==> src/common/mfig_pkg.sv <==
package mfig_pkg;

  // register geometry
  localparam int unsigned MFIG_DATA_W   = 8;
  localparam int unsigned MFIG_ADDR_W   = 4;
  localparam int unsigned MFIG_NGROUP   = 4;
  localparam int unsigned MFIG_NSRC     = 3;

  // register offsets (byte index on the plain register port)
  localparam logic [3:0] MFIG_OFS_GROUP_SIX   = 4'h0;
  localparam logic [3:0] MFIG_OFS_GROUP_SEVEN = 4'h1;
  localparam logic [3:0] MFIG_OFS_GROUP_EIGHT = 4'h2;
  localparam logic [3:0] MFIG_OFS_GROUP_NINE  = 4'h3;
  localparam logic [3:0] MFIG_OFS_CTRL        = 4'h4;
  localparam logic [3:0] MFIG_OFS_STATUS      = 4'h5;

  // field positions inside one group register
  localparam int unsigned MFIG_BIT_SRC_REQ  = 6;
  localparam int unsigned MFIG_BIT_A_REQ    = 5;
  localparam int unsigned MFIG_BIT_P_REQ    = 4;
  localparam int unsigned MFIG_BIT_SRC_EN   = 2;
  localparam int unsigned MFIG_BIT_A_EN     = 1;
  localparam int unsigned MFIG_BIT_P_EN     = 0;
  localparam int unsigned MFIG_REQ_LSB      = 4;
  localparam int unsigned MFIG_EN_LSB       = 0;

  // control register fields
  localparam int unsigned MFIG_BIT_GIE      = 0;
  localparam int unsigned MFIG_BIT_SLEEP    = 1;

  // reset values
  localparam logic [2:0] MFIG_RST_REQ  = 3'h0;
  localparam logic [2:0] MFIG_RST_EN   = 3'h0;
  localparam logic [7:0] MFIG_RST_RDAT = 8'h00;

endpackage

==> src/verilog/mfig_group.sv <==
`timescale 1ns/100ps
`default_nettype none

// one group register: three flags, three enables, one combined request
module mfig_group
  import mfig_pkg::*;
(
  // clock and reset
  input  wire logic       clk,
  input  wire logic       rstn,
  // source events, one-cycle pulses, bit 2 = source, 1 = a, 0 = p
  input  wire logic [2:0] evt,
  // register write
  input  wire logic       wr,
  input  wire logic [7:0] wdata,
  // state
  output var  logic [2:0] req_r,
  output var  logic [2:0] en_r,
  output var  logic       pend
);

  logic [2:0] req_nxt;

  ////////////////////////////////////////////////////////////////////////////
  // flags: software write first, then events override so a set is never lost
  always_comb
  begin
    req_nxt = req_r;
    if (wr)
    begin
      req_nxt = wdata[MFIG_REQ_LSB +: MFIG_NSRC];
    end
    req_nxt = req_nxt | evt;
  end

  always_ff @(posedge clk)
  begin
    if (!rstn)
    begin
      req_r <= MFIG_RST_REQ;
    end
    else
    begin
      req_r <= req_nxt;
    end
  end

  ////////////////////////////////////////////////////////////////////////////
  // enables
  always_ff @(posedge clk)
  begin
    if (!rstn)
    begin
      en_r <= MFIG_RST_EN;
    end
    else if (wr)
    begin
      en_r <= wdata[MFIG_EN_LSB +: MFIG_NSRC];
    end
  end

  // a flag only counts while its enable is set
  assign pend = |(req_r & en_r);

endmodule
`default_nettype wire

==> src/verilog/mfig_rdmux.sv <==
`timescale 1ns/100ps
`default_nettype none

// read data assembly for one group register
module mfig_rdmux
  import mfig_pkg::*;
(
  // fields
  input  wire logic [2:0] req,
  input  wire logic [2:0] en,
  // packed register image
  output logic      [7:0] image
);

  // bits 7 and 3 are hard zero
  assign image = {1'b0, req, 1'b0, en};

endmodule
`default_nettype wire

==> src/verilog/mfig_top.sv <==
// Contract
// - group six bit 6 holds comparator zero request flag
// - group six bits 5 and 4 hold timer four a and p flags
// - group six bit 2 enables comparator zero
// - group six bits 1 and 0 enable timer four a and p
// - group seven bit 6 holds comparator one request flag
// - group seven bits 5 and 4 hold timer five a and p flags
// - group seven bits 1 and 0 enable timer five a and p
// - group eight bit 6 holds time base zero request flag
// - group eight bits 5 and 4 hold timer six a and p flags
// - group eight bit 2 enables time base zero
// - group eight bits 1 and 0 enable timer six a and p
// - group nine bit 6 holds time base one request flag
// - group nine bits 5 and 4 hold timer seven a and p flags
// - group nine bits 1 and 0 enable timer seven a and p
// - bits 7 and 3 read zero, writes ignored
// - source events set flags regardless of enable
// - flag interrupts only when its enable is set
// - cleared global enable blocks all group interrupts
// - any newly set flag wakes device from sleep or idle; the code raises wake_r only while sleep_r is set and has no idle state
`timescale 1ns/100ps
`default_nettype none

module mfig_top
  import mfig_pkg::*;
(
  // clock and reset
  input  wire logic       clk,
  input  wire logic       rstn,
  // comparator and time base events, one-cycle pulses
  input  wire logic       comparator_zero_evt,
  input  wire logic       comparator_one_evt,
  input  wire logic       time_base_zero_evt,
  input  wire logic       time_base_one_evt,
  // periodic timer match events, one-cycle pulses
  input  wire logic       timer_four_a_evt,
  input  wire logic       timer_four_p_evt,
  input  wire logic       timer_five_a_evt,
  input  wire logic       timer_five_p_evt,
  input  wire logic       timer_six_a_evt,
  input  wire logic       timer_six_p_evt,
  input  wire logic       timer_seven_a_evt,
  input  wire logic       timer_seven_p_evt,
  // register port
  input  wire logic [3:0] addr,
  input  wire logic [7:0] wdata,
  input  wire logic       wr,
  input  wire logic       rd,
  output var  logic [7:0] rdata_r,
  // toward the core interrupt logic
  output var  logic [3:0] group_irq_r,
  output var  logic       wake_r
);

  ////////////////////////////////////////////////////////////////////////////
  // event grouping: index 0 = six, 1 = seven, 2 = eight, 3 = nine
  logic [2:0] evt_grp [MFIG_NGROUP];
  logic [2:0] req_grp [MFIG_NGROUP];
  logic [2:0] en_grp  [MFIG_NGROUP];
  logic [7:0] img_grp [MFIG_NGROUP];
  logic [3:0] pend;
  logic [3:0] wr_grp;
  logic [3:0] grp_ofs [MFIG_NGROUP];

  assign grp_ofs[0] = MFIG_OFS_GROUP_SIX;
  assign grp_ofs[1] = MFIG_OFS_GROUP_SEVEN;
  assign grp_ofs[2] = MFIG_OFS_GROUP_EIGHT;
  assign grp_ofs[3] = MFIG_OFS_GROUP_NINE;

  // source flag bit 6, a flag bit 5, p flag bit 4 in every group
  assign evt_grp[0] = {comparator_zero_evt, timer_four_a_evt, timer_four_p_evt};
  assign evt_grp[1] = {comparator_one_evt, timer_five_a_evt, timer_five_p_evt};
  assign evt_grp[2] = {time_base_zero_evt, timer_six_a_evt, timer_six_p_evt};
  assign evt_grp[3] = {time_base_one_evt, timer_seven_a_evt, timer_seven_p_evt};

  ////////////////////////////////////////////////////////////////////////////
  // group registers
  genvar g;
  generate
    for (g = 0; g < MFIG_NGROUP; g++)
    begin : grp
      assign wr_grp[g] = wr && (addr == grp_ofs[g]);

      mfig_group u_group (
        .clk   (clk),
        .rstn  (rstn),
        .evt   (evt_grp[g]),
        .wr    (wr_grp[g]),
        .wdata (wdata),
        .req_r (req_grp[g]),
        .en_r  (en_grp[g]),
        .pend  (pend[g])
      );

      mfig_rdmux u_rdmux (
        .req   (req_grp[g]),
        .en    (en_grp[g]),
        .image (img_grp[g])
      );
    end
  endgenerate

  ////////////////////////////////////////////////////////////////////////////
  // control: global enable and sleep indication from software
  logic global_irq_enable_r;
  logic sleep_r;

  always_ff @(posedge clk)
  begin
    if (!rstn)
    begin
      global_irq_enable_r <= 1'b0;
    end
    else if (wr && addr == MFIG_OFS_CTRL)
    begin
      global_irq_enable_r <= wdata[MFIG_BIT_GIE];
    end
  end

  always_ff @(posedge clk)
  begin
    if (!rstn)
    begin
      sleep_r <= 1'b0;
    end
    else if (wr && addr == MFIG_OFS_CTRL)
    begin
      sleep_r <= wdata[MFIG_BIT_SLEEP];
    end
    else if (wake_r)
    begin
      // wake clears the sleep request
      sleep_r <= 1'b0;
    end
  end

  ////////////////////////////////////////////////////////////////////////////
  // interrupt outputs, masked by the global enable
  always_ff @(posedge clk)
  begin
    if (!rstn)
    begin
      group_irq_r <= 4'h0;
    end
    else
    begin
      group_irq_r <= global_irq_enable_r ? pend : 4'h0;
    end
  end

  ////////////////////////////////////////////////////////////////////////////
  // wake on any flag rising; enables and global enable do not matter
  logic [11:0] flags_all;
  logic [11:0] flags_prev_r;

  assign flags_all = {req_grp[3], req_grp[2], req_grp[1], req_grp[0]};

  always_ff @(posedge clk)
  begin
    if (!rstn)
    begin
      flags_prev_r <= 12'h000;
    end
    else
    begin
      flags_prev_r <= flags_all;
    end
  end

  // a flag already set before sleep does not wake, matching flag-preset usage
  always_ff @(posedge clk)
  begin
    if (!rstn)
    begin
      wake_r <= 1'b0;
    end
    else
    begin
      wake_r <= sleep_r && |(flags_all & ~flags_prev_r);
    end
  end

  ////////////////////////////////////////////////////////////////////////////
  // read port, data one cycle after rd, zero otherwise
  always_ff @(posedge clk)
  begin
    if (!rstn)
    begin
      rdata_r <= MFIG_RST_RDAT;
    end
    else if (rd)
    begin
      case (addr)
        MFIG_OFS_GROUP_SIX:   rdata_r <= img_grp[0];
        MFIG_OFS_GROUP_SEVEN: rdata_r <= img_grp[1];
        MFIG_OFS_GROUP_EIGHT: rdata_r <= img_grp[2];
        MFIG_OFS_GROUP_NINE:  rdata_r <= img_grp[3];
        MFIG_OFS_CTRL:        rdata_r <= {6'h00, sleep_r, global_irq_enable_r};
        MFIG_OFS_STATUS:      rdata_r <= {4'h0, pend};
        default:              rdata_r <= MFIG_RST_RDAT;
      endcase
    end
    else
    begin
      rdata_r <= MFIG_RST_RDAT;
    end
  end

endmodule
`default_nettype wire

==> config.mk <==
export PLATFORM = sky130hd
export DESIGN_NAME = mfig_top
export DESIGN_NICKNAME = d
export VERILOG_FILES = /design/src/common/mfig_pkg.sv /design/src/verilog/mfig_group.sv /design/src/verilog/mfig_rdmux.sv /design/src/verilog/mfig_top.sv
export SDC_FILE = /design/constraint.sdc
export NUM_CORES = 1
export LEC_CHECK = 0
export BUFFER_PORTS_ARGS = -buffer_cell sky130_fd_sc_hd__buf_2
export CAP_MARGIN = 10
export CORE_MARGIN = 1
export CORE_UTILIZATION = 49
export CTS_CLUSTER_DIAMETER = 200
export DETAILED_ROUTE_END_ITERATION = 8
export PLACE_DENSITY = 0.72
export SLEW_MARGIN = 10
export SYNTH_ARGS = -nofsm -noshare
export SYNTH_HDL_FRONTEND = slang
export SYNTH_SLANG_ARGS = --single-unit
==> constraint.sdc <==
create_clock -name clk -period 1.45 [get_ports clk]
set_input_delay 0.435 -clock clk [delete_from_list [all_inputs] [get_ports clk]]
set_output_delay 0.435 -clock clk [all_outputs]
set_load 0.005 [all_outputs]
* After elaboration in Yosys (flattened, before gate mapping) *
Index checks and enable logic that the tools add are counted.
W data, S select, Z words.

word-level totals
  bits in registers = 51
  bits of input ports = 28
  output and inout port bits = 13
  logic and storage cells = 51

operators by class
  equal/unequal tests = 5
  mux-type cells = 7
  bitwise operators = 10
  reductions and logical operators = 15

operators by type and width
  kind                  number
  $pmux W7 S6           1
  $and A12 B12 Y12      1
  $and A3 B3 Y3         4
  $mux W3               4
  $not A12 Y12          1
  $or A3 B3 Y3          4
  $reduce_or A12 Y1     1
  $reduce_or A3 Y1      4
  $eq A4 B2 Y1 const B  2
  $eq A4 B3 Y1 const B  2
  $logic_and A1 B1 Y1   6
  $eq A4 B1 Y1 const B  1
  $logic_not A4 Y1      1
  $reduce_and A2 Y1     2
  $mux W1               2
  $reduce_bool A2 Y1    1

* Longest topological paths before layout *
Gate-level depths: netlist of the first run.

  word-level depth = 4
  mapped depth = 5
  gate-level depth less buffers = 3

* Cells and area by module *
Synthesis of the first run repeated with hierarchy kept, for this count alone.

second synthesis, totals
  cells, all modules = 237
  area total of the unflattened synthesis = 2488.6 um^2

modules (own cells, without submodules)
  module      instances  cells an instance  area each (um^2)  seq. area each (um^2)
  mfig_top    1          117                1187.4            540.5
  mfig_group  4          21                 261.5             120.1
  mfig_rdmux  4          9                  63.8              0.0

* Least setup slack after synthesis of the first run *
Ideal clock, no wire load.

  kind = in2reg
  start point = input port addr[0]
  end point = register grp[0].u_group.req_r[2]
  library setup time = 0.132 ns
  data arrival time = 1.372 ns
  data required time = 1.318 ns
  setup slack = -0.054 ns
  cell stages on the path = 4
  buffers on the path = 1
  cells stage by stage = buf_4 -> or4_4 -> o21ai_0 -> a31oi_1

on the way
  longest elaborated chain between the ends = 4

RTL lines
  what                  line              source
  from (decl)           mfig_top.sv:45    input wire logic [3:0] addr,
  $logic_not A4 Y1      mfig_top.sv:82    assign wr_grp[g] = wr && (addr == grp_ofs[g]);
  $logic_and A1 B1 Y1   mfig_top.sv:82
  $mux W3               mfig_group.sv:29  if (wr)
  $or A3 B3 Y3          mfig_group.sv:33  req_nxt = req_nxt | evt;
  to (signal assigned)  mfig_group.sv:44  req_r <= req_nxt;
  to (decl)             mfig_group.sv:17  output var logic [2:0] req_r,

No other way between the ends.
A chain may end at the register's enable or synchronous reset.

* Worst setup path after layout of the first run *
  start point = register grp[0].u_group.en_r[1]
  end point = register rdata_r[0]

on the way
  longest elaborated chain between the ends = 3

RTL lines
  what                    line              source
  from (decl)             mfig_group.sv:18  output var logic [2:0] en_r,
  from (signal assigned)  mfig_group.sv:58  en_r <= wdata[MFIG_EN_LSB +: MFIG_NSRC];
  $and A3 B3 Y3           mfig_group.sv:63  assign pend = |(req_r & en_r);
  $reduce_or A3 Y1        mfig_group.sv:63
  $pmux W7 S6             mfig_top.sv:193   case (addr)
  to (signal assigned)    mfig_top.sv:194   MFIG_OFS_GROUP_SIX: rdata_r <= img_grp[0];
  to (signal assigned)    mfig_top.sv:195   MFIG_OFS_GROUP_SEVEN: rdata_r <= img_grp[1];
  to (signal assigned)    mfig_top.sv:196   MFIG_OFS_GROUP_EIGHT: rdata_r <= img_grp[2];
  to (decl)               mfig_top.sv:49    output var logic [7:0] rdata_r,

No other way between the ends.

==> results of run 1 <==
-- cells in the final DEF (no fill, tap or decap), types with 3 or more instances in the layout --
master / synthesis / routed
nand3_1: 20 / 20
a222oi_1: 4 / 4
o31a_1: 3 / 3
and2_1: 12 / 12
dfxtp_1: 50 / 50
clkbuf_8: 0 / 5
inv_1: 14 / 14
a21oi_1: 14 / 14
o21a_1: 3 / 3
buf_4: 4 / 22
a31oi_1: 13 / 13
nor2_1: 4 / 4
nand2_1: 7 / 7
and3_1: 6 / 6
nand3b_1: 4 / 4
mux2_2: 4 / 4
a21boi_0: 5 / 5
a2111oi_0: 3 / 3
o21ai_1: 0 / 6
o21ai_0: 20 / 14
nor2b_1: 11 / 11
buf_2: 4 / 37
a22oi_1: 6 / 6
-- metrics by stage --
step / power, W / util [%] / hold WS (ns) / setup WS [ns]
2_1_floorplan: 0.00164 / - / 0.421 / -0.00481
3_3_place_gp: 0.00178 / 61.4 / 0.474 / -0.141
3_5_place_dp: 0.00178 / 61.4 / 0.476 / -0.173
4_1_cts: 0.00273 / 63.9 / 0.354 / 0.136
5_1_grt: 0.00281 / 63.9 / 0.362 / 0.0607
6_report: 0.00272 / 63.9 / 0.358 / 0.153
-- sequential cells by signal, indices dropped and copies added (netlist names) --
| register | cells |
|---|---|
| flags_prev_r | 12 |
| grp.u_group.en_r | 12 |
| grp.u_group.req_r | 12 |
| rdata_r | 7 |
| group_irq_r | 4 |
| global_irq_enable_r | 1 |
| sleep_r | 1 |
| wake_r | 1 |
-- metal layers --
layer / track usage (%) / share of wire [%]
met5: 0 / 0
met4: 7.14 / 1.1
met3: 4.61 / 5.8
met2: 42.8 / 48
met1: 34.7 / 45
-- power groups by stage --
stage	Combinational (W)	Clock, W	Sequential [W]
detailed placement	0.000292	0	0.00149
CTS	0.000294	0.000977	0.00146
floorplan	0.000165	0	0.00148
global route	0.000325	0.00102	0.00147
finish	0.000296	0.000962	0.00146
global placement	0.000290	0	0.00149
-- path summary, 6_finish.rpt --
| check | endpoint | startpoint | cells after the start | slack [ns] |
|---|---|---|---|---|
| max | rdata_r[0] | grp[0].u_group.en_r[1] | 3 | 0.15 |
| min | grp[1].u_group.req_r[2] | comparator_one_evt | 2 | 0.36 |
| max reg2reg | rdata_r[0] | grp[0].u_group.en_r[1] | 3 | 0.15 |
| min reg2reg | wake_r | sleep_r | 2 | 0.49 |
-- kinds of logic after synthesis --
kind of cell    after synthesis
compound gates               76
simple gates                 79
other cells                   1
buf+inv                      31
mux                           4
flops                        50
-- worst reg2reg max path: stages (launching register included) --
cell and delay (ns):
dfxtp_1 0.35, a222oi_1 0.47, a2bb2oi_1 0.25, a31oi_1 0.11
-- area by class of cell --
| cell class | instances | share of cell area [%] |
|---|---|---|
| inverter | 14 | 1.98 |
| clock buffer | 7 | 2.88 |
| sequential | 50 | 37.8 |
| timing repair buffer | 60 | 14.0 |
| tap | 50 | 2.36 |
| multi-input combinational | 160 | 39.9 |
| clock inverter | 1 | 1.13 |
==> reports/metrics.csv, run 1 <==
metric,value,unit
die_w,68.9,µm
finalSetupTns,0,ns
netlist_top_cells_count,"dfxtp_1, nand3_1, o21ai_0",
cap_violations,0,
critical_path.top_delay_family,compound AO/OA/AOI/OAI gates,
ant_nets,0,
n_antenna_cell,0,
syn-cell-area,2190,µm²
start_util,52.9,%
layout.nets,319,
rows,23,
critPathKind,flop to flop,
yosysMostFrequentCell,dfxtp_1,
p_int,0.00208,W
ctsResizeCount,0,
layout-drive-gt1-share,26.0,%
area.sequential,1000,µm²
yosysTopAreaCell,dfxtp_1,
multi_input_area,1060,µm²
routed_via_density,5.80,
synth_ff_type,dfxtp_1,
status,completed,
synthArstFlopShare,0,%
critPathCaptureType,flop,
min_period_over_period,89.4,%
synthSimpleGateAreaFrac,23.5,%
ys_ff_latch,50,
rsz0062_at_grt,no,
final_area,2650,µm²
first_global_vias,1824,
syn_nets,269,
cp_num_buf_inv,0,
grt_pass1_wl,8.87,mm
syn_to_final_growth,20.8,%
avgSynthCellArea,9.10,µm²
power_density,1030,nW/µm²
root_buffer,clkbuf_8,
slowest_stage,a222oi_1,
power_frac_seq,53.7,%
cts_sinks,50,
p_comb_share,10.9,%
synth_area_leaders,"dfxtp_1, nand3_1, o21ai_0",
overflow,0,
cp_slowest_stage_delay,0.47,ns
cp_max_fo,3,
drt_iter0_markers,138,
power.leakage,1.07,nW
critPathRequiredTime,1.63,ns
fin_cells,342,
die_area,4750,µm²
p_sw,0.000641,W
slew_headroom,66.3,%
yosysSeqAreaShare,45.6,%
insertion_delay,0.30,ns
hold_class,input port to flop,
netSwitchingFraction,23.6,%
finalHoldViolations,0,
cts_buffer_depth,2,
synth_edf_count,0,
dr_total_vias,1982,
gp_congestion,0.858,
setup_viol,0,
p_clk_share,35.4,%
wirelength,5.45,mm
synth_fa_ha_area_share,0,%
crit_arrival,1.47,ns
synthMuxAreaShare,2.05,%
place_area,2540,µm²
peakVddDrop,756,µV
max_freq,0.771,GHz
synth_compound_area_share,22.4,%
drt_first_pass_iters,5,
routedWlPerCell,15.9,µm
critPathLaunchType,flop,
dp_hpwl,3.99,mm
io_pins,41,
synthCells,241,
dieHeight,68.9,µm
grt_max_degree,21,
fillers,372,
fin_crit,1.30,ns
antenna_found_initial,0,
worst_pin_slew,0.506,ns
synth-xor-area-share,0,%
cts_buffers,5,
path_cells,"a222oi_1, a2bb2oi_1, a31oi_1",
io_buffers,37,
finalClockSkew,0.00428,ns
route.detailed.drc,0,
cts.reportedPaths.clkPinSlew,0.09,ns
ctsHtreeMaxLevel,2,
cts_setup_buffers,0,
hold_buffers,0,
placeableCoreArea,4140,µm²
synth.top_cell.area_share,45.6,%
ys_types,38,
slew_viol_final,0,
cts_tree,done,
dpl.cell_count,334,
grt_use_total,26.0,%
synth_top_family_by_area,simple AND/OR/NAND/NOR gates,
yosys_warnings,0,
Note: power is estimated with default switching activity, not from simulation.
==> inputs of run 2 (changes only) <==
CORE_UTILIZATION = 52   (was 49)
RECOVER_POWER = 50   (was unset)
clock period = 1.25 ns   (was 1.45 ns; I/O delays follow)
==> reports/metrics.csv, run 2 (same netlist as run 1, synthesis figures left out) <==
metric,value,unit
rows,23,
ctsHtreeMaxLevel,2,
critPathLaunchType,input port,
overflow,0,
ant_nets,0,
cts_tree,done,
io_buffers,37,
antenna_found_initial,0,
critPathKind,input port to flop,
cp_max_fo,6,
max_freq,0.827,GHz
fin_crit,1.21,ns
routedWlPerCell,16.0,µm
wirelength,5.87,mm
path_cells,"buf_2, or4_4, o21ai_1, a31oi_1",
holdWs,0.292,ns
insertion_delay,0.30,ns
worst_pin_slew,0.763,ns
most-common-layout-cells,"dfxtp_1, buf_4, buf_2",
rsz0062_at_grt,yes,
cts_buffer_depth,2,
critPathRequiredTime,1.44,ns
start_util,54.4,%
dr_total_vias,2090,
critPathCaptureType,flop,
finalClockSkew,0.00512,ns
grt_max_degree,21,
peakVddDrop,605,µV
final_common_cell,dfxtp_1,
cap_violations,0,
die_area,4480,µm²
slowest_stage,or4_4,
first_global_vias,1926,
gp_congestion,0.912,
cts.reportedPaths.clkPinSlew,0.09,ns
n_antenna_cell,0,
power_density,1120,nW/µm²
fin_cells,366,
drt_iter0_markers,156,
root_buffer,clkbuf_8,
dp_hpwl,4.26,mm
routed_via_density,5.71,
cts_sinks,50,
placeableCoreArea,4030,µm²
layout-drive-gt1-share,29.7,%
io_pins,41,
hold_class,input port to flop,
die_w,66.9,µm
dieHeight,66.9,µm
route.detailed.drc,0,
min_period_over_period,96.7,%
syn_to_final_growth,29.7,%
status,completed,
power.total,0.00319,W
layout.nets,343,
crit_arrival,1.39,ns
setup_viol,0,
finalHoldViolations,0,
drt_first_pass_iters,5,
grt_pass1_wl,9.29,mm
largestRegisters,"flags_prev_r x12, grp.u_group.en_r x12, grp.u_group.req_r x12",
slew_headroom,49.1,%
slew_viol_final,0,
dpl.cell_count,352,
power.leakage,1.16,nW
grt_use_total,28.8,%
cts_buffers,5,
cp_slowest_stage_delay,0.60,ns
-- run 2: cell types whose count changed in the layout (fill, tap and decap cells not counted), moves of 6 or more --
| cell | previous run | this run |
|---|---|---|
| buf_2 | 37 | 30 |
| o21ai_1 | 6 | 12 |
| clkbuf_1 | 2 | 11 |
| o21ai_0 | 14 | 8 |
| buf_4 | 22 | 42 |
-- run 2: worst max-delay path, delay by kind of cell --
kind / cells / cell delay [ns]
compound gates: 2 / 0.26
buf+inv: 1 / 0.15
simple gates: 1 / 0.60
-- run 2: metrics by stage --
stage | utilization, % | TNS (ns) | setup WS, ns | area [µm²]
floorplan | - | -1.24 | -0.0958 | 2220
global placement | 66.8 | -6.20 | -0.251 | 2690
detailed placement | 66.8 | -6.55 | -0.275 | 2690
CTS | 69.6 | 0 | 0.00758 | 2800
global route | 70.6 | -0.0333 | -0.0121 | 2840
finish | 70.6 | 0 | 0.0412 | 2840
-- run 2: area by class of cell --
class / instances / area, µm²
Clock buffer: 7 / 76.3
Clock inverter: 1 / 30.0
Fill cell: 332 / 1180
Inverter: 14 / 52.6
Multi-Input combinational cell: 160 / 1070
Sequential cell: 50 / 1000
Tap cell: 50 / 62.6
Timing Repair Buffer: 84 / 551
-- run 2: final timing paths --
check	from	end	slack (ns)	cells past startpoint
setup reg to reg	grp[1].u_group.req_r[1]	rdata_r[1]	0.05	4
hold reg to reg	sleep_r	wake_r	0.49	2
hold / removal	comparator_one_evt	grp[1].u_group.req_r[2]	0.29	2
setup / recovery	addr[2]	grp[0].u_group.req_r[1]	0.04	4
-- run 2: power by group --
part	internal [W]	switching, W
logic	0.000201	0.000199
registers	0.00165	0.0000439
clock network	0.000599	0.000500
total	0.00245	0.000743
-- run 2: what timing repair did --
action	4_1_cts	5_1_grt
cloned	0	1
hold endpoints to repair	0	0
resized for setup	0	11
buffers inserted	1	4
pin swaps	2	3
endpoints found under the setup margin	1	10
hold buffers	0	0
-- run 2: metal layers --
| layer | share of wire (%) | up-vias | GRT usage [%] |
|---|---|---|---|
| li1 | - | 1018 | - |
| met1 | 42 | 969 | 34.7 |
| met2 | 49 | 90 | 50.4 |
| met3 | 6.7 | 13 | 5.65 |
| met4 | 2.3 | 0 | 9.57 |
| met5 | 0 | - | 0 |
==> inputs of run 3 (changes only) <==
ABC_CLOCK_PERIOD_IN_PS = 1250   (was unset)
SETUP_SLACK_MARGIN = 0.15   (was unset)
==> reports/metrics.csv, run 3 (same netlist as run 1, synthesis figures left out) <==
metric,value,unit
layout-drive-gt1-share,51.4,%
routed_via_density,6.25,
route.detailed.drc,0,
setup_viol,4,
ctsHtreeMaxLevel,2,
critPathLaunchType,flop,
die_w,66.9,µm
final_util,84.7,%
cts.reportedPaths.clkPinSlew,0.10,ns
cap_violations,0,
critPathKind,flop to flop,
finalSetupTns,-0.212,ns
slew_viol_final,0,
die_area,4480,µm²
routedWlPerCell,20.9,µm
max_freq,0.746,GHz
peakVddDrop,743,µV
cts_tree,done,
io_pins,41,
fin_cells,379,
finalHoldViolations,0,
dp_hpwl,4.28,mm
area.sequential,1020,µm²
gp_congestion,0.891,
antenna_found_initial,0,
drt_first_pass_iters,7,
grt_use_total,30.5,%
first_global_vias,2001,
worst_pin_slew,0.543,ns
crit_arrival,1.54,ns
rsz0062_at_grt,yes,
min_period_over_period,107,%
syn_to_final_growth,55.6,%
insertion_delay,0.31,ns
dr_total_vias,2368,
cts_buffers,5,
cts_sinks,50,
multi_input_area,1320,µm²
root_buffer,clkbuf_8,
layout.nets,356,
dpl.cell_count,351,
final_area,3410,µm²
fin_crit,1.34,ns
critPathRequiredTime,1.45,ns
ant_nets,0,
largestRegisters,"flags_prev_r x12, grp.u_group.en_r x12, grp.u_group.req_r x12",
setup_ws,-0.0898,ns
grt_pass1_wl,9.93,mm
power.leakage,1.36,nW
rows,23,
dieHeight,66.9,µm
status,"finished, violations left",
power_density,1020,nW/µm²
grt_max_degree,21,
fillers,222,
final_common_cell,buf_4,
holdWs,0.293,ns
cts_buffer_depth,2,
placeableCoreArea,4030,µm²
violations,setup timing,
finalClockSkew,0.0111,ns
most-common-layout-cells,"buf_4, dfxtp_1, buf_2",
critPathCaptureType,flop,
n_antenna_cell,0,
io_buffers,37,
hold_buffers,0,
cp_max_fo,3,
wirelength,7.91,mm
drt_iter0_markers,304,
overflow,0,
start_util,54.4,%
hold_class,input port to flop,
place_area,2730,µm²
slew_headroom,63.8,%
[run 3: cell types whose count changed in the layout (fill, tap and decap cells not counted), moves of 6 or more]
cell and change:
buf_6 +18, dfxtp_1 -13, clkbuf_1 -10, buf_12 +6, dfxtp_2 +11
[run 3: layout make-up]
class | count | share of cell area, %
multi-input cells | 160 | 38.7
well taps | 50 | 1.83
clock inverters | 3 | 1.28
clock buffers | 5 | 2.02
repair buffers | 97 | 24.6
flip-flops and latches | 50 | 30.0
inverters | 14 | 1.54
[run 3: report_power, final]
| group | switching (W) | internal (W) |
|---|---|---|
| combinational | 0.000296 | 0.000321 |
| sequential | 0.0000485 | 0.00165 |
| clock | 0.000572 | 0.000601 |
[run 3: through the flow]
stage               total power [W]  worst slack (ns)
floorplan                   0.00192           -0.0952
CTS                         0.00334           0.00107
detailed placement          0.00213            -0.265
finish                      0.00349           -0.0898
global route                0.00359            -0.205
global placement            0.00212            -0.239
[run 3: layer usage]
layer / track usage (%) / vias up / share of wire (%) / wire, µm
met5: 0 / - / 0 / 0
met4: 14.1 / 0 / 6.3 / 501
met3: 5.65 / 48 / 8.6 / 683
met2: 47.9 / 164 / 49 / 3850
met1: 40.0 / 1104 / 36 / 2880
li1: - / 1052 / - / -
[run 3: worst paths after layout]
path         cells after the start               startpoint  slack, ns                       to
max                              4  grp[3].u_group.req_r[1]      -0.09           group_irq_r[3]
min                              2       comparator_one_evt       0.29  grp[1].u_group.req_r[2]
max reg2reg                      4  grp[3].u_group.req_r[1]      -0.09           group_irq_r[3]
min reg2reg                      1  grp[0].u_group.req_r[2]       0.52          flags_prev_r[2]
[run 3: what timing repair did]
action,4_1_cts,5_1_grt
setup buffers,9,8
pin swaps,23,25
setup endpoints to repair,39,44
cloned,3,0
resized for setup,48,61
[run 3: worst max-delay path: stages, from the launching register on]
cell,delay (ns)
dfxtp_2,0.34
buf_6,0.12
a222oi_1,0.52
buf_4,0.22
nor2_2,0.04
